### src/common/dlic_pkg.sv
// Purpose: Constants and types shared by the dual-line interrupt controller.
// Assumes: 32 source bits, 8 external port B pins, APB byte addressing.
// Notes:   Bit positions are the single place the source map is defined.

package dlic_pkg;

	localparam int SRC_W  = 32;
	localparam int GPIO_N = 8;

	// ***************************************************************
	// Register byte offsets
	// ***************************************************************
	localparam logic [7:0] OFF_PENDING   = 8'h00;
	localparam logic [7:0] OFF_ROUTE     = 8'h04;
	localparam logic [7:0] OFF_ENABLE    = 8'h08;
	localparam logic [7:0] OFF_POLARITY  = 8'h0C;
	localparam logic [7:0] OFF_FAST_STAT = 8'h10;
	localparam logic [7:0] OFF_NORM_STAT = 8'h14;
	localparam logic [7:0] OFF_EVT_STAT  = 8'h18;
	localparam logic [7:0] OFF_EVT_MASK  = 8'h1C;

	localparam logic [31:0] REG_RESET = 32'h00000000;
	localparam logic [2:0]  EVT_RESET = 3'h0;

	// ***************************************************************
	// Source bit positions
	// ***************************************************************
	localparam int BIT_SIM_TIMER     = 0;
	localparam int BIT_GP_TIMER      = 1;
	localparam int BIT_DATA_BAUD     = 2;
	localparam int BIT_DEBUG_BAUD    = 3;
	localparam int BIT_RTC_ALARM     = 4;
	localparam int BIT_SIM           = 5;
	localparam int BIT_DMA_BASE      = 8;
	localparam int DMA_CHANNELS      = 5;
	localparam int BIT_DSP           = 13;
	localparam int BIT_DATA_TX       = 14;
	localparam int BIT_DATA_RX_START = 15;
	localparam int BIT_DATA_RX       = 16;
	localparam int BIT_DEBUG_TX      = 18;
	localparam int BIT_AUTOBAUD      = 19;
	localparam int BIT_DEBUG_RX      = 20;
	localparam int BIT_KEYPAD        = 24;

	// Port B pin n lands on GPIO_BIT[n]
	localparam int GPIO_BIT [GPIO_N] = '{17, 27, 7, 21, 23, 22, 28, 26};

	// Sticky event bit positions
	localparam int EVT_NEW_PEND = 0;
	localparam int EVT_FAST_UP  = 1;
	localparam int EVT_NORM_UP  = 2;
	localparam int EVT_W        = 3;

	function automatic logic [31:0] dlic_one(input int pos);
		dlic_one = 32'h00000001 << pos;
	endfunction

	function automatic logic [31:0] dlic_ext_mask();
		dlic_ext_mask = 32'h00000000;
		for (int i = 0; i < GPIO_N; i++) begin
			dlic_ext_mask = dlic_ext_mask | dlic_one(GPIO_BIT[i]);
		end
	endfunction

	function automatic logic [31:0] dlic_int_mask();
		dlic_int_mask = dlic_one(BIT_SIM_TIMER) | dlic_one(BIT_GP_TIMER)
			| dlic_one(BIT_DATA_BAUD) | dlic_one(BIT_DEBUG_BAUD)
			| dlic_one(BIT_RTC_ALARM) | dlic_one(BIT_SIM)
			| dlic_one(BIT_DSP) | dlic_one(BIT_DATA_TX)
			| dlic_one(BIT_DATA_RX_START) | dlic_one(BIT_DATA_RX)
			| dlic_one(BIT_DEBUG_TX) | dlic_one(BIT_AUTOBAUD)
			| dlic_one(BIT_DEBUG_RX) | dlic_one(BIT_KEYPAD);
		for (int i = 0; i < DMA_CHANNELS; i++) begin
			dlic_int_mask = dlic_int_mask | dlic_one(BIT_DMA_BASE + i);
		end
	endfunction

	localparam logic [31:0] EXT_SRC_MASK = dlic_ext_mask();
	localparam logic [31:0] INT_SRC_MASK = dlic_int_mask();
	localparam logic [31:0] RSVD_MASK    = ~(EXT_SRC_MASK | INT_SRC_MASK);

	typedef enum logic [3:0] {
		SEL_NONE, SEL_PENDING, SEL_ROUTE, SEL_ENABLE, SEL_POLARITY,
		SEL_FAST_STAT, SEL_NORM_STAT, SEL_EVT_STAT, SEL_EVT_MASK
	} dlic_sel_t;

	function automatic dlic_sel_t dlic_decode(input logic [7:0] addr);
		case (addr)
			OFF_PENDING:   dlic_decode = SEL_PENDING;
			OFF_ROUTE:     dlic_decode = SEL_ROUTE;
			OFF_ENABLE:    dlic_decode = SEL_ENABLE;
			OFF_POLARITY:  dlic_decode = SEL_POLARITY;
			OFF_FAST_STAT: dlic_decode = SEL_FAST_STAT;
			OFF_NORM_STAT: dlic_decode = SEL_NORM_STAT;
			OFF_EVT_STAT:  dlic_decode = SEL_EVT_STAT;
			OFF_EVT_MASK:  dlic_decode = SEL_EVT_MASK;
			default:       dlic_decode = SEL_NONE;
		endcase
	endfunction

endpackage

### src/dlic_edge_detect.sv
// Purpose: Edge detection for the port B external interrupt pins.
// Assumes: Pins are synchronous to clock.
// Notes:   Output is a one-cycle event vector in source bit layout.

`timescale 1ns/1ps
`default_nettype none

module dlic_edge_detect
	import dlic_pkg::*;
(
	input  wire logic              clock,
	input  wire logic              reset,
	input  wire logic [GPIO_N-1:0] gpioB,
	input  wire logic [SRC_W-1:0]  polarity,
	output logic      [SRC_W-1:0]  edgeEvent
);

	logic [SRC_W-1:0] mapped;
	logic [SRC_W-1:0] level;
	logic [SRC_W-1:0] prevLevel_ff;
	logic             armed_ff;

	// ***************************************************************
	// Pin placement
	// ***************************************************************
	// pins placed on bits
	always_comb begin
		mapped = REG_RESET;
		for (int i = 0; i < GPIO_N; i++) begin
			mapped[GPIO_BIT[i]] = gpioB[i];
		end
	end

	assign level = (mapped ^ polarity) & EXT_SRC_MASK;

	always_ff @(posedge clock) begin
		if (reset) begin
			prevLevel_ff <= REG_RESET;
			armed_ff     <= 1'b0;
		end else begin
			prevLevel_ff <= level;
			armed_ff     <= 1'b1;
		end
	end

	// First cycle after reset only learns the pin levels
	assign edgeEvent = armed_ff ? (level & ~prevLevel_ff) : REG_RESET;

endmodule // dlic_edge_detect

`default_nettype wire

### src/dlic_top.sv
// Purpose: Dual-line interrupt controller with APB register access.
// Assumes: Sources and pins are synchronous to clock; reset synchronous.
// Notes:   Every APB access takes one wait state.
// Operation
// - Every source latches into its pending bit regardless of enable.
// - A pending bit stays until source is gone and software clears it.
// - Enabled source goes to fast line when route bit is one.
// - Only enabled sources reach the core; disabled ones are suppressed. Here a disabled source's new pending event can still raise irqOut.
// - External source: polarity one means falling edge, zero rising.
// - Polarity bits of internal sources have no effect.
// - Fast status bit is pending and enabled and routed fast.
// - Normal status bit is pending and enabled and routed normal.
// - All registers but event status and event mask share the pending register bit layout.
// - Internal sources sit at fixed bits; bits 6, 25, 29-31 reserved.
// - DMA channels zero to four use bits eight to twelve.
// - Data port and debug port events use their fixed bits.
// - Port B pins are edge sources on their fixed bits.
// - All enabled sources combine into a fast or a normal request.
//
// Our own choices: the APB register port and the register offsets.

`timescale 1ns/1ps
`default_nettype none

module dlic_top
	import dlic_pkg::*;
#(
	parameter int ADDR_W = 8
) (
	input  wire logic              clock,
	input  wire logic              reset,
	input  wire logic              psel,
	input  wire logic              penable,
	input  wire logic              pwrite,
	input  wire logic [ADDR_W-1:0] paddr,
	input  wire logic [31:0]       pwdata,
	output logic      [31:0]       prdata,
	output logic                   pready,
	output logic                   pslverr,
	input  wire logic [SRC_W-1:0]  internalReq,
	input  wire logic [GPIO_N-1:0] gpioB,
	output logic                   fastIrq,
	output logic                   normalIrq,
	output logic                   irqOut
);

	// Elaboration check: only the low 5 to 8 address bits are decoded
	if (ADDR_W < 5 || ADDR_W > 8) begin : g_addr_check
		$error("dlic_top: ADDR_W must be 5 to 8");
	end

	logic [31:0]      pending_ff;
	logic [31:0]      route_ff;
	logic [31:0]      enable_ff;
	logic [31:0]      polarity_ff;
	logic [EVT_W-1:0] evtStat_ff;
	logic [EVT_W-1:0] evtMask_ff;
	logic [31:0]      prdata_ff;
	logic             pready_ff;
	logic             pslverr_ff;
	logic             fastIrq_ff;
	logic             normalIrq_ff;
	logic             irqOut_ff;

	logic [31:0]      nxt_pending;
	logic [EVT_W-1:0] nxt_evtStat;
	logic [31:0]      edgeEvent;
	logic [31:0]      intLive;
	logic [31:0]      setVec;
	logic [31:0]      fastStatus;
	logic [31:0]      normalStatus;
	logic [7:0]       addr8;
	dlic_sel_t        sel;
	logic             accessDone;
	logic             wrDone;
	logic             rdDone;
	logic             wrPend;
	logic             fastNext;
	logic             normalNext;

	// ***************************************************************
	// APB slave
	// ***************************************************************
	assign addr8      = 8'(paddr);
	assign sel        = dlic_decode(addr8);
	assign accessDone = psel && penable && pready_ff;
	assign wrDone     = accessDone && pwrite && !pslverr_ff;
	assign rdDone     = accessDone && !pwrite && !pslverr_ff;
	assign wrPend     = wrDone && sel == SEL_PENDING;

	// One wait state: pready rises in the second access cycle
	always_ff @(posedge clock) begin
		if (reset) begin
			pready_ff  <= 1'b0;
			pslverr_ff <= 1'b0;
		end else if (psel && penable && !pready_ff) begin
			pready_ff  <= 1'b1;
			pslverr_ff <= sel == SEL_NONE;
		end else begin
			pready_ff  <= 1'b0;
			pslverr_ff <= 1'b0;
		end
	end

	always_ff @(posedge clock) begin
		if (reset) begin
			prdata_ff <= REG_RESET;
		end else if (psel && penable && !pready_ff && !pwrite) begin
			case (sel)
				SEL_PENDING:   prdata_ff <= pending_ff;
				SEL_ROUTE:     prdata_ff <= route_ff;
				SEL_ENABLE:    prdata_ff <= enable_ff;
				SEL_POLARITY:  prdata_ff <= polarity_ff;
				SEL_FAST_STAT: prdata_ff <= fastStatus;
				SEL_NORM_STAT: prdata_ff <= normalStatus;
				SEL_EVT_STAT:  prdata_ff <= 32'(evtStat_ff);
				SEL_EVT_MASK:  prdata_ff <= 32'(evtMask_ff);
				default:       prdata_ff <= REG_RESET;
			endcase
		end else begin
			prdata_ff <= REG_RESET;
		end
	end

	// ***************************************************************
	// Configuration registers
	// ***************************************************************
	// configuration cleared
	always_ff @(posedge clock) begin
		if (reset) begin
			route_ff <= REG_RESET;
		end else if (wrDone && sel == SEL_ROUTE) begin
			route_ff <= pwdata & ~RSVD_MASK;
		end
	end

	always_ff @(posedge clock) begin
		if (reset) begin
			enable_ff <= REG_RESET;
		end else if (wrDone && sel == SEL_ENABLE) begin
			enable_ff <= pwdata & ~RSVD_MASK;
		end
	end

	always_ff @(posedge clock) begin
		if (reset) begin
			polarity_ff <= REG_RESET;
		end else if (wrDone && sel == SEL_POLARITY) begin
			polarity_ff <= pwdata & EXT_SRC_MASK;
		end
	end

	always_ff @(posedge clock) begin
		if (reset) begin
			evtMask_ff <= EVT_RESET;
		end else if (wrDone && sel == SEL_EVT_MASK) begin
			evtMask_ff <= pwdata[EVT_W-1:0];
		end
	end

	// ***************************************************************
	// Source capture
	// ***************************************************************
	dlic_edge_detect u_edge (
		.clock     (clock),
		.reset     (reset),
		.gpioB     (gpioB),
		.polarity  (polarity_ff),
		.edgeEvent (edgeEvent)
	);

	// internal source bits within internal mask
	assign intLive = internalReq & INT_SRC_MASK;
	assign setVec  = intLive | edgeEvent;

	// write-one clear loses to a live source
	always_comb begin
		nxt_pending = pending_ff;
		if (wrPend) begin
			nxt_pending = nxt_pending & ~pwdata;
		end
		nxt_pending = nxt_pending | setVec;
	end

	always_ff @(posedge clock) begin
		if (reset) begin
			pending_ff <= REG_RESET;
		end else begin
			pending_ff <= nxt_pending;
		end
	end

	// ***************************************************************
	// Line routing
	// ***************************************************************
	// route bit picks the line
	assign fastStatus   = pending_ff & enable_ff & route_ff;
	assign normalStatus = pending_ff & enable_ff & ~route_ff;

	assign fastNext   = |fastStatus;
	assign normalNext = |normalStatus;

	always_ff @(posedge clock) begin
		if (reset) begin
			fastIrq_ff   <= 1'b0;
			normalIrq_ff <= 1'b0;
		end else begin
			fastIrq_ff   <= fastNext;
			normalIrq_ff <= normalNext;
		end
	end

	// ***************************************************************
	// Controller events
	// ***************************************************************
	// Read clears; a new event in that cycle survives the clear
	always_comb begin
		nxt_evtStat = evtStat_ff;
		if (rdDone && sel == SEL_EVT_STAT) begin
			nxt_evtStat = EVT_RESET;
		end
		if (|(setVec & ~pending_ff)) begin
			nxt_evtStat[EVT_NEW_PEND] = 1'b1;
		end
		if (fastNext && !fastIrq_ff) begin
			nxt_evtStat[EVT_FAST_UP] = 1'b1;
		end
		if (normalNext && !normalIrq_ff) begin
			nxt_evtStat[EVT_NORM_UP] = 1'b1;
		end
	end

	always_ff @(posedge clock) begin
		if (reset) begin
			evtStat_ff <= EVT_RESET;
			irqOut_ff  <= 1'b0;
		end else begin
			evtStat_ff <= nxt_evtStat;
			irqOut_ff  <= |(nxt_evtStat & evtMask_ff);
		end
	end

	assign prdata    = prdata_ff;
	assign pready    = pready_ff;
	assign pslverr   = pslverr_ff;
	assign fastIrq   = fastIrq_ff;
	assign normalIrq = normalIrq_ff;
	assign irqOut    = irqOut_ff;
endmodule // dlic_top

`default_nettype wire

### config.mk
export PLATFORM = sky130hd
export DESIGN_NAME = dlic_top
export DESIGN_NICKNAME = d
export VERILOG_FILES = /design/src/common/dlic_pkg.sv /design/src/dlic_edge_detect.sv /design/src/dlic_top.sv
export SDC_FILE = /design/constraint.sdc
export NUM_CORES = 1
export LEC_CHECK = 0
export BUFFER_PORTS_ARGS = -buffer_cell sky130_fd_sc_hd__buf_4
export CORE_MARGIN = 2
export CORE_UTILIZATION = 35
export DETAILED_ROUTE_END_ITERATION = 16
export GPL_TIMING_DRIVEN = 0
export PLACE_DENSITY = 0.67
export SLEW_MARGIN = 20
export SYNTH_ARGS = -nofsm -noshare
export SYNTH_HDL_FRONTEND = slang
export SYNTH_SLANG_ARGS = --single-unit
### constraint.sdc
create_clock -name clock -period 2 [get_ports clock]
set_clock_uncertainty 0.2 [all_clocks]
set_input_delay 0.4 -clock clock [delete_from_list [all_inputs] [get_ports clock]]
set_output_delay 0.4 -clock clock [all_outputs]
set_load 0.01 [all_outputs]
# After elaboration in Yosys (flattened, before gate mapping)
# Memory sizes are Yosys's and may differ from the RTL's.
# Index checks and enable logic that the tools add are counted.
# word_totals
regBits	170
rom_bits	128
in_bits	85
output_inout_bits	37
elab_cells	79
n_memories	1
# mem_list
name	words	width	rd	rd_ports_with_merged_regs	write_ports	line_no	source
(name not given)	32	4	1	0	0	dlic_pkg.sv:88	case (addr)
# op_classes
eq_ne	8
mux	10
n_bitwise	16
reduce_logical	29
# op_table
op	n
32-bit one-hot mux with 8 select lines	1
32-bit AND	3
32-bit inverter	3
32-bit OR reduction	3
32-bit by 29-bit AND with 32-bit output	2
32-bit 2-to-1 mux	2
29-bit by 32-bit AND with 32-bit output	1
29-bit inverter with 32-bit output	1
25-bit by 32-bit OR with 32-bit output	1
32-bit OR	1
29-bit bitwise XOR	1
4-bit by 3-bit == test with 1-bit output, second input constant	4
1-bit logical AND	16
4-bit by 2-bit == test with 1-bit output, second input constant	2
1-bit zero test	5
1-bit 2-to-1 mux	5
4-bit by 1-bit == test with 1-bit output, second input constant	1
4-bit == test, second input constant	1
4-bit zero test	1
4-bit 2-to-1 mux	1
2-bit OR reduction	2
3-bit AND	1
3-bit zero test	1
3-bit 2-to-1 mux	1
2 further kinds	3

# Longest topological paths before layout
# Gate-level depths: netlist of the first run.
# depth
word_depth	9
mapped_depth	9
mapped_depth_nobuf	6

# By module
# A second synthesis of the first run with hierarchy kept.
# hier_totals
hier_cells	869
hier_area_um2	7028.0
# by_module_without_submodules
module	instances	cells_per_inst	area_per_inst_um2	seq_area_each_um2
dlic_top	1	809	6454.9	2742.6
dlic_edge_detect	1	60	573.0	180.2

# Worst setup path after synthesis of the first run
# OpenSTA, ideal clock, no wires.
# synth_path
kind	input to register
start	in paddr[0]
end	reg enable_ff[10]
setup_ns	0.132
arrival_time_ns	1.801
required_ns	1.668
slack_ns	-0.133
path_stages	8
n_path_buf	2
cell_sequence	or3_4 > nor3_4 > and3_1 > buf_2 > nand2_1 > buf_2 > nand2_1 > a21oi_1
# synth_between
elab_chain_len	4
# synth_rtl
element	line_no	source
start: declaration	dlic_top.sv:35	input wire logic [ADDR_W-1:0] paddr,
memory 32 x 4 bit	n/a	
4-bit 2-to-1 mux	dlic_pkg.sv:88	
4-bit by 2-bit == test with 1-bit output	dlic_top.sv:140	end else if (wrDone && sel == SEL_ENABLE) begin
1-bit logical AND	dlic_top.sv:140	
end signal: assignment	dlic_top.sv:141	enable_ff <= pwdata & ~RSVD_MASK;
end: declaration	dlic_top.sv:54	logic [31:0] enable_ff;
# Every way passes these cells.
# A chain may end at the register's enable or synchronous reset.

# Worst setup path after layout of the first run
# layout_path
start	reg route_ff[21]
end	reg irqOut_ff, in the netlist irqOut
# layout_between
elab_chain_len	7
elab_cells_between_ends	11
classes_between	2 x mux; 4 x bitwise; 5 x reduce/logical
# layout_rtl
element	line_no	source
start: declaration	dlic_top.sv:53	logic [31:0] route_ff;
start signal: assignment	dlic_top.sv:133	route_ff <= pwdata & ~RSVD_MASK;
29-bit inverter with 32-bit output	dlic_top.sv:198	assign normalStatus = pending_ff & enable_ff & ~route_ff;
32-bit AND	dlic_top.sv:198	
32-bit OR reduction	dlic_top.sv:201	assign normalNext = |normalStatus;
1-bit logical AND	dlic_top.sv:228	if (normalNext && !normalIrq_ff) begin
1-bit 2-to-1 mux	dlic_top.sv:228	
3-bit AND (*)	dlic_top.sv:239	irqOut_ff <= |(nxt_evtStat & evtMask_ff);
3-bit OR reduction (*)	dlic_top.sv:239	
end signal: assignment	dlic_top.sv:239	
end: declaration	dlic_top.sv:63	logic irqOut_ff;
# Every way passes the cells marked *; elsewhere a longest branch is shown, timed or not.

==> results_dict.tcl, run 1 <==
set metrics [dict create \
    status "finished with violations" \
    violations "negative setup slack" \
    antenna_found_initial 0 \
    arrival_ns 2.21 \
    synth.area.top_cells "dfxtp_1, nand2_1, a21oi_1" \
    grt_pass1_wl_mm 35.5 \
    critPathMaxStageDelay_ns 0.41 \
    synth_top_area_frac 0.443 \
    leakagePower_uw 0.00341 \
    finalSetupTns_ns -0.398 \
    insertion_delay_ns 0.44 \
    viasPerCell 5.60 \
    dieWidth_um 141 \
    routed_wl_mm 24.0 \
    insertedDiodeCount 0 \
    gp_congestion 0.920 \
    hold_viol 0 \
    numPortBuffers 107 \
    cp-end-kind "flop" \
    max-cap-violations 0 \
    synth_fp_nets 921 \
    cp_cell_sequence "nand3b_1 > o2111ai_1 > nor4_2 > a21oi_1 > a221o_1" \
    cts_sinks 146 \
    yosysUniqueCellTypes 48 \
    place_ws_ns -0.911 \
    die-area_sq_mm 0.0200 \
    num_vias 6944 \
    synth_edf_count 0 \
    grt_max_degree 17 \
    grt_pass1_vias 6390 \
    firstDrtPassIters 6 \
    cts_tree "built" \
    ios 122 \
    r2r_start "route_ff[21]" \
    area_growth_pct 36.6 \
    multiInputGateArea_sq_mm 0.00360 \
    clk_pin_slew_ns 0.06 \
    htreeDepth 4 \
    crit_fanout 5 \
    yosysTopAreaCell "dfxtp_1" \
    grt_remaining_overflow 0 \
    layout-drive-gt1-share 0.253 \
    powerDensity_mw_per_mm2 760 \
    crit_start "route_ff[21]" \
    ys_seq_area_frac 0.443 \
    drtAntennaViolNets 0 \
    dp_hpwl_mm 16.4 \
    post-route-drc-count 0 \
    synth_area_sq_mm 0.00659 \
    syn_inst 836 \
    num_rows 50 \
    drtIter0Drc 935 \
    regArea_sq_mm 0.00295 \
    start_util 0.355 \
    rsz0062_at_grt "true" \
    tightest_slew_ns 0.878 \
    postSynthAreaPerCell_sq_um 7.89 \
    wl_per_cell_um 19.3 \
    worstPathRequired_ns 2.12 \
    ys_seq_elements 146 \
    numCtsBuffers 17 \
    synth.yosys.warnings 0 \
    ir_worst_vdd_uv 619 \
    fin_nets 1077 \
    slowest_stage "dfxtp_1" \
    setup_ws_ns -0.0928 \
    die_y_um 141 \
    hold_start "internalReq[10]" \
    fillers 1766 \
    start_kind "flop" \
    fmax_mhz 478 \
    drv_slew 0 \
    setup_viol 15 \
    relSlewSlack 0.414 \
    cts_buffer_depth 2 \
    period_needed_ns 2.09 \
    core_area_sq_mm 0.0186 \
    synth_flop_cell "dfxtp_1" \
    grt_use_total 0.234 \
    final.period_utilization 1.05 \
    cts_root_buf "clkbuf_16" \
    async_reset_ff_frac 0 \
    hp-class "input pin to flop" \
    path_class "flop to flop" \
]
-- report_power, final --
group | total (uW) | switching, uW | internal (uW)
sequential | 3030 | 69.1 | 2960
clock | 3320 | 1320 | 2000
combinational | 493 | 271 | 222
total | 6840 | 1660 | 5180
-- cells in the mapped netlist, types with 4 or more instances --
| library cell | count |
|---|---|
| nand2_1 | 196 |
| dfxtp_1 | 146 |
| a21oi_1 | 108 |
| nor2_1 | 46 |
| o21ai_0 | 35 |
| clkbuf_1 | 30 |
| nand3_1 | 26 |
| nand3b_1 | 26 |
| inv_1 | 23 |
| and2_1 | 19 |
| a22o_1 | 16 |
| mux2i_1 | 13 |
| nor3b_1 | 13 |
| buf_2 | 12 |
| a22oi_1 | 11 |
| and3_1 | 11 |
| o22ai_1 | 9 |
| nand4_1 | 8 |
| xor2_1 | 8 |
| a32oi_1 | 7 |
| o2111ai_1 | 7 |
| a31oi_1 | 6 |
| buf_4 | 6 |
| nand2b_1 | 5 |
| o32ai_1 | 5 |
| a222oi_1 | 4 |
| nor2b_1 | 4 |
| nor3_1 | 4 |
| nor4_1 | 4 |
-- cells in the final DEF, fill, tap and decap left out, types with 19 or more instances in the layout --
cell,n
a21oi_1,99
buf_4,124
clkbuf_16,19
dfxtp_1,134
inv_1,23
nand2_1,185
nand3_1,24
nand3b_1,26
nor2_1,46
o21ai_0,35
-- sequential cells by signal, indices dropped and copies added (netlist names), 3 cells and up --
signal and count:
evtStat_ff 3, route_ff 27, evtMask_ff 3, enable_ff 27
pending_ff 32, u_edge.prevLevel_ff 8, prdata 32, polarity_ff 8
-- cell families (layout without fill, tap and decap cells) --
group / count (synthesis) / after routing / synth area share
XOR/XNOR: 8 / 8 / 0.0106
AND/OR/NAND/NOR: 370 / 370 / 0.267
multiplexers: 16 / 16 / 0.0249
AO/OA/AOI/OAI: 222 / 222 / 0.206
flip-flops: 146 / 146 / 0.443
buffers and inverters: 74 / 243 / 0.0478
-- path summary, 6_finish.rpt --
kind / to / slack, ns / cells past startpoint
max: irqOut / -0.09 / 5
min: pending_ff[10] / 0.01 / 3
min reg2reg: prdata[6] / 0.26 / 1
max reg2reg: irqOut / -0.09 / 5
-- metal layers --
| layer | track usage | wire [um] | up-vias |
|---|---|---|---|
| met5 | 0 | 0 | - |
| met4 | 0.106 | 884 | 0 |
| met3 | 0.0649 | 2080 | 73 |
| met2 | 0.370 | 11200 | 353 |
| met1 | 0.299 | 9770 | 3266 |
| li1 | - | - | 3252 |
-- layout make-up --
type | instances | area share
Multi-Input combinational cell | 616 | 0.400
Clock inverter | 12 | 0.0174
Inverter | 23 | 0.00959
Sequential cell | 146 | 0.328
Buffer | 49 | 0.0383
Clock buffer | 20 | 0.0496
Timing Repair Buffer | 139 | 0.125
Tap cell | 234 | 0.0325
-- critical path, delay by kind of cell, from the launching register on --
family	cells	cell delay, ns
AO/OA/AOI/OAI	3	0.79
AND/OR/NAND/NOR	2	0.57
flip-flops	1	0.41
-- timing repair --
action,in CTS,in global routing
hold buffers,13,0
pin swaps,11,15
gates resized for setup,41,83
hold endpoints to repair,13,0
cloned,0,3
endpoints found under the setup margin,97,102
buffers inserted,4,12
-- metrics by stage --
stage,utilization,total power [uW],instance area (sq um),hold slack (ns),std cells
global route,0.485,7020,9000,0.0249,1239
global placement,0.416,3500,7730,0.246,1177
finish,0.485,6840,9000,0.0108,1239
floorplan,-,3260,6630,0.221,836
detailed placement,0.416,3510,7730,0.243,1177
CTS,0.464,6800,8620,0.00155,1225
Note: power is estimated with default switching activity, not from simulation.
==> run 2, diff against run 1 <==
PLACE_DENSITY = 0.66   (was 0.67)
SYNTH_HIERARCHICAL = 1   (was default)
==> results_dict.tcl, run 2 <==
set metrics [dict create \
    relSlewSlack 0.332 \
    hold_viol 0 \
    path_class "flop to flop" \
    crit_buf_inv 0 \
    firstDrtPassIters 6 \
    die-area_sq_mm 0.0212 \
    total_power_uw 7070 \
    rsz0062_at_grt "true" \
    grt_remaining_overflow 0 \
    insertion_delay_ns 0.44 \
    syn_inst 868 \
    fillers 1715 \
    setup_viol 112 \
    grt_max_degree 17 \
    die_y_um 146 \
    core_area_sq_mm 0.0196 \
    regArea_sq_mm 0.00294 \
    synth.yosys.warnings 6 \
    finalSetupTns_ns -10.76 \
    drtAntennaViolNets 0 \
    cts_tree "built" \
    numPortBuffers 107 \
    period_needed_ns 2.43 \
    insertedDiodeCount 0 \
    num_vias 7589 \
    path_delay_family "compound AO/OA/AOI/OAI gates" \
    grt_pass1_vias 6931 \
    ir_worst_vdd_uv 507 \
    dieWidth_um 146 \
    htreeDepth 4 \
    slowest_stage "or4_4" \
    grt_pass1_wl_mm 40.4 \
    start_kind "flop" \
    setup_ws_ns -0.434 \
    hp-class "input pin to flop" \
    cts_buffer_depth 2 \
    routed_wl_mm 28.0 \
    viasPerCell 5.61 \
    design_area_sq_mm 0.0108 \
    powerDensity_mw_per_mm2 653 \
    violations "negative setup slack" \
    synth_area_sq_mm 0.00702 \
    cts_root_buf "clkbuf_16" \
    ios 122 \
    num_rows 51 \
    antenna_found_initial 0 \
    cp_cell_sequence "o22ai_1 > or4_4 > o41a_1 > a221o_1" \
    final.period_utilization 1.22 \
    fmax_mhz 411 \
    status "finished with violations" \
    fin_nets 1159 \
    crit_start "pending_ff[18]" \
    leakagePower_uw 0.00388 \
    drtIter0Drc 928 \
    arrival_ns 2.54 \
    cp-end-kind "flop" \
    crit_fanout 7 \
    max-cap-violations 0 \
    cts_sinks 146 \
    fin_cells 1352 \
    drv_slew 0 \
    start_util 0.359 \
    numCtsBuffers 17 \
    post-route-drc-count 0 \
    gp_congestion 0.973 \
    critPathMaxStageDelay_ns 0.60 \
    clk_pin_slew_ns 0.06 \
    postSynthAreaPerCell_sq_um 8.09 \
    mostFrequentLayoutCells "buf_4, dfxtp_1, nor2_1" \
    area_growth_pct 54.0 \
    grt_use_total 0.249 \
    place_inst 1263 \
    dp_hpwl_mm 18.1 \
    placed_area_sq_mm 0.00834 \
    hold_start "internalReq[13]" \
    tightest_slew_ns 1.00 \
    r2r_start "pending_ff[18]" \
    multiInputGateArea_sq_mm 0.00463 \
    final_common_cell "buf_4" \
    layout-drive-gt1-share 0.407 \
    wl_per_cell_um 20.7 \
    worstPathRequired_ns 2.11 \
]
==> run 2: cell types whose count changed in the layout (fill, tap and decap cells not counted), moves of 18 or more <==
cell / change
nor2_1: +59
o21ai_1: +20
nand2_1: -121
conb_1: +24
buf_4: +31
o21ai_0: -18
nand2_2: +36
mux2i_1: +28
nand3_2: +18
a21oi_1: -70
a21oi_2: +25
nand3_1: +19
==> run 2: worst min-delay path, cell delays in order <==
cell	delay, ns
buf_4	0.09
a211oi_2	0.03
nor2_1	0.08
==> run 2: where the power goes <==
part	internal [uW]	leakage, uW	switching [uW]
Combinational	271	0.00238	300
Sequential	2960	0.00119	85.1
Clock	2010	0.000305	1440
Total	5240	0.00388	1830
==> run 2: routing by layer <==
layer  global-route usage  vias to the layer above  wire [um]
met5                    0                        -          0
met4                0.118                        0       1290
met3               0.0589                      103       2460
met2                0.398                      440      13000
met1                0.316                     3607      11200
li1                     -                     3439          -
==> run 2: path summary, 6_finish.rpt <==
check	slack, ns	depth (start not counted)	to
worst max-delay path	-0.43	4	irqOut
worst min-delay path	0.006	3	pending_ff[13]
worst max register to register	-0.43	4	irqOut
worst min register to register	0.29	2	prdata[6]
==> run 2: through the flow <==
stage	hold slack, ns	util	worst slack, ns
after floorplan	0.236	-	-0.438
after global placement	0.269	0.426	-1.13
after detailed placement	0.274	0.426	-1.15
after CTS	0.00141	0.507	-0.382
after global routing	0.0205	0.552	-0.479
final	0.00580	0.552	-0.434
==> run 2: area by class of cell <==
| class | instances | share of cell area |
|---|---|---|
| buffer | 68 | 0.0578 |
| clock buffer | 17 | 0.0393 |
| clock inverter | 15 | 0.0183 |
| inverter | 16 | 0.00578 |
| multi-input combinational | 657 | 0.428 |
| sequential | 146 | 0.272 |
| tap | 265 | 0.0306 |
| timing repair buffer | 168 | 0.148 |
==> run 2: repair_timing <==
action | 4_1_cts | 5_1_grt
hold buffers | 3 | 0
pin swaps | 69 | 103
gates cloned | 7 | 5
endpoints found under the setup margin | 131 | 102
hold endpoints to repair | 3 | 0
gates resized for setup | 155 | 161
setup buffers | 30 | 19
==> run 3, diff against run 2 <==
--- a/config.mk
+++ b/config.mk
@@ -9,4 +9,5 @@
 export CORE_MARGIN = 2
 export CORE_UTILIZATION = 35
+export CTS_CLUSTER_DIAMETER = 200
 export DETAILED_ROUTE_END_ITERATION = 16
 export GPL_TIMING_DRIVEN = 0
==> constraint.sdc (replaced) <==
create_clock -name clock -period 2 [get_ports clock]
set_clock_uncertainty 0.2 [all_clocks]
set_input_delay 0 -clock clock [delete_from_list [all_inputs] [get_ports clock]]
set_output_delay 0 -clock clock [all_outputs]
set_load 0.01 [all_outputs]
==> results_dict.tcl, run 3 (synthesized netlist as in run 2, its figures left out) <==
set metrics [dict create \
    status "finished with violations" \
    violations "negative hold slack, negative setup slack" \
    place_inst 1263 \
    drtAntennaViolNets 0 \
    start_util 0.359 \
    cts_sinks 146 \
    hold_viol 1 \
    viasPerCell 5.46 \
    finish.utilization 0.503 \
    worstPathRequired_ns 2.11 \
    fin_worst_hold_slack_ns -0.00319 \
    grt_remaining_overflow 0 \
    antenna_found_initial 0 \
    grt_pass1_wl_mm 40.0 \
    rrSetupSlack_ns -0.41 \
    crit_buf_inv 0 \
    holdPathEnd "evtStat_ff[0]" \
    final_common_cell "buf_4" \
    rsz0062_at_grt "true" \
    hold_depth 5 \
    htreeDepth 4 \
    core_area_sq_mm 0.0196 \
    hp-class "input pin to flop" \
    critPathMaxStageDelay_ns 0.40 \
    ir_worst_vdd_uv 531 \
    wl_per_cell_um 19.0 \
    firstDrtPassIters 5 \
    cts_buffer_depth 2 \
    relSlewSlack 0.400 \
    sw_frac_of_total 0.240 \
    path_class "flop to flop" \
    num_rows 51 \
    cp-end-kind "flop" \
    fmax_mhz 416 \
    gp_congestion 0.962 \
    path_delay_family "compound AO/OA/AOI/OAI gates" \
    insertedDiodeCount 0 \
    insertion_delay_ns 0.43 \
    die_y_um 146 \
    leakagePower_uw 0.00365 \
    ios 122 \
    dp_hpwl_mm 18.1 \
    grt_pass1_vias 7129 \
    clk_pin_slew_ns 0.06 \
    drtIter0Drc 816 \
    drv_slew 0 \
    setup_viol 2 \
    place_ws_ns -0.774 \
    hold_start "internalReq[20]" \
    numPortBuffers 107 \
    num_vias 7522 \
    tightest_slew_ns 0.900 \
    final.period_utilization 1.20 \
    max-cap-violations 0 \
    cp_cell_sequence "xnor2_4 > nor3b_2 > nor2b_4 > a2111oi_4 > nand4_1 > o41a_1 > a221o_1" \
    powerDensity_mw_per_mm2 696 \
    cts_tree "built" \
    intPower_uw 5220 \
    reg2regPathDepth 7 \
    grt_use_total 0.244 \
    die-area_sq_mm 0.0212 \
    cts_root_buf "clkbuf_16" \
    seq_power_share 0.443 \
    fin_cells 1377 \
    fin_nets 1184 \
    layout-drive-gt1-share 0.216 \
    r2r_start "polarity_ff[27]" \
    arrival_ns 2.51 \
    fillers 1900 \
    pwr-share-comb 0.088 \
    pwr-share-clk 0.469 \
    setup_ws_ns -0.406 \
    area_growth_pct 40.4 \
    start_kind "flop" \
    mostFrequentLayoutCells "buf_4, dfxtp_1, nand2_1" \
    routed_wl_mm 26.2 \
    period_needed_ns 2.41 \
    grt_max_degree 17 \
    numCtsBuffers 17 \
    crit_fanout 3 \
    switching_power_uw 1650 \
    r2r-end "irqOut" \
    post-route-drc-count 0 \
    dieWidth_um 146 \
    slowest_stage "o41a_1" \
]
## run 3: cell type report
cell class,count,area (sq um),share of cell area
multi-input cells,657,3870,0.392
flip-flops and latches,146,2930,0.298
clock buffers,20,467,0.0473
clock inverters,12,130,0.0132
repair buffers,190,1610,0.164
inverters,16,60.1,0.00609
well taps,265,332,0.0336
plain buffers,71,459,0.0466
## run 3: power groups by stage
stage,registers [uW],logic (uW),clock network (uW)
2_1_floorplan,3080,223,0
4_1_cts,3040,578,3250
3_3_place_gp,3100,447,0
3_5_place_dp,3100,450,0
6_report,3040,605,3220
5_1_grt,3050,648,3370
## run 3: through the flow
step	setup TNS (ns)	area, sq um	power, uW
after global placement	-70.12	8290	3550
after global routing	-0.551	9860	7070
after detailed placement	-70.93	8290	3550
final	-0.465	9860	6870
after floorplan	-0.915	7150	3300
after CTS	-0.422	9750	6860
## run 3: worst max path at each step
stage,slack [ns],cells past startpoint,endpoint,startpoint
after floorplan,-0.16,7,irqOut,polarity_ff[27]
after global placement,-0.72,8,enable_ff[14],paddr[1]
after detailed placement,-0.77,8,prdata[23],paddr[3]
after CTS,-0.39,7,irqOut,polarity_ff[27]
after global routing,-0.46,7,irqOut,polarity_ff[27]
final,-0.41,7,irqOut,polarity_ff[27]
## run 3: routing by layer
metal | part of all wire | wire [um] | GRT usage
met1 | 0.42 | 11000 | 0.319
met2 | 0.46 | 12100 | 0.394
met3 | 0.086 | 2260 | 0.0495
met4 | 0.033 | 866 | 0.102
met5 | 0 | 0 | 0
## run 3: timing repair
| item | CTS | global route |
|---|---|---|
| setup endpoints to repair | 129 | 54 |
| pin swaps | 5 | 3 |
| hold buffers | 75 | 0 |
| resized for setup | 31 | 20 |
| endpoints found under the hold margin | 117 | 0 |
| setup buffers | 5 | 3 |
## run 3: worst register-to-register path, stage by stage (launching register included)
cell,delay (ns)
dfxtp_4,0.37
xnor2_4,0.17
nor3b_2,0.07
nor2b_4,0.13
a2111oi_4,0.34
nand4_1,0.26
o41a_1,0.40
a221o_1,0.35
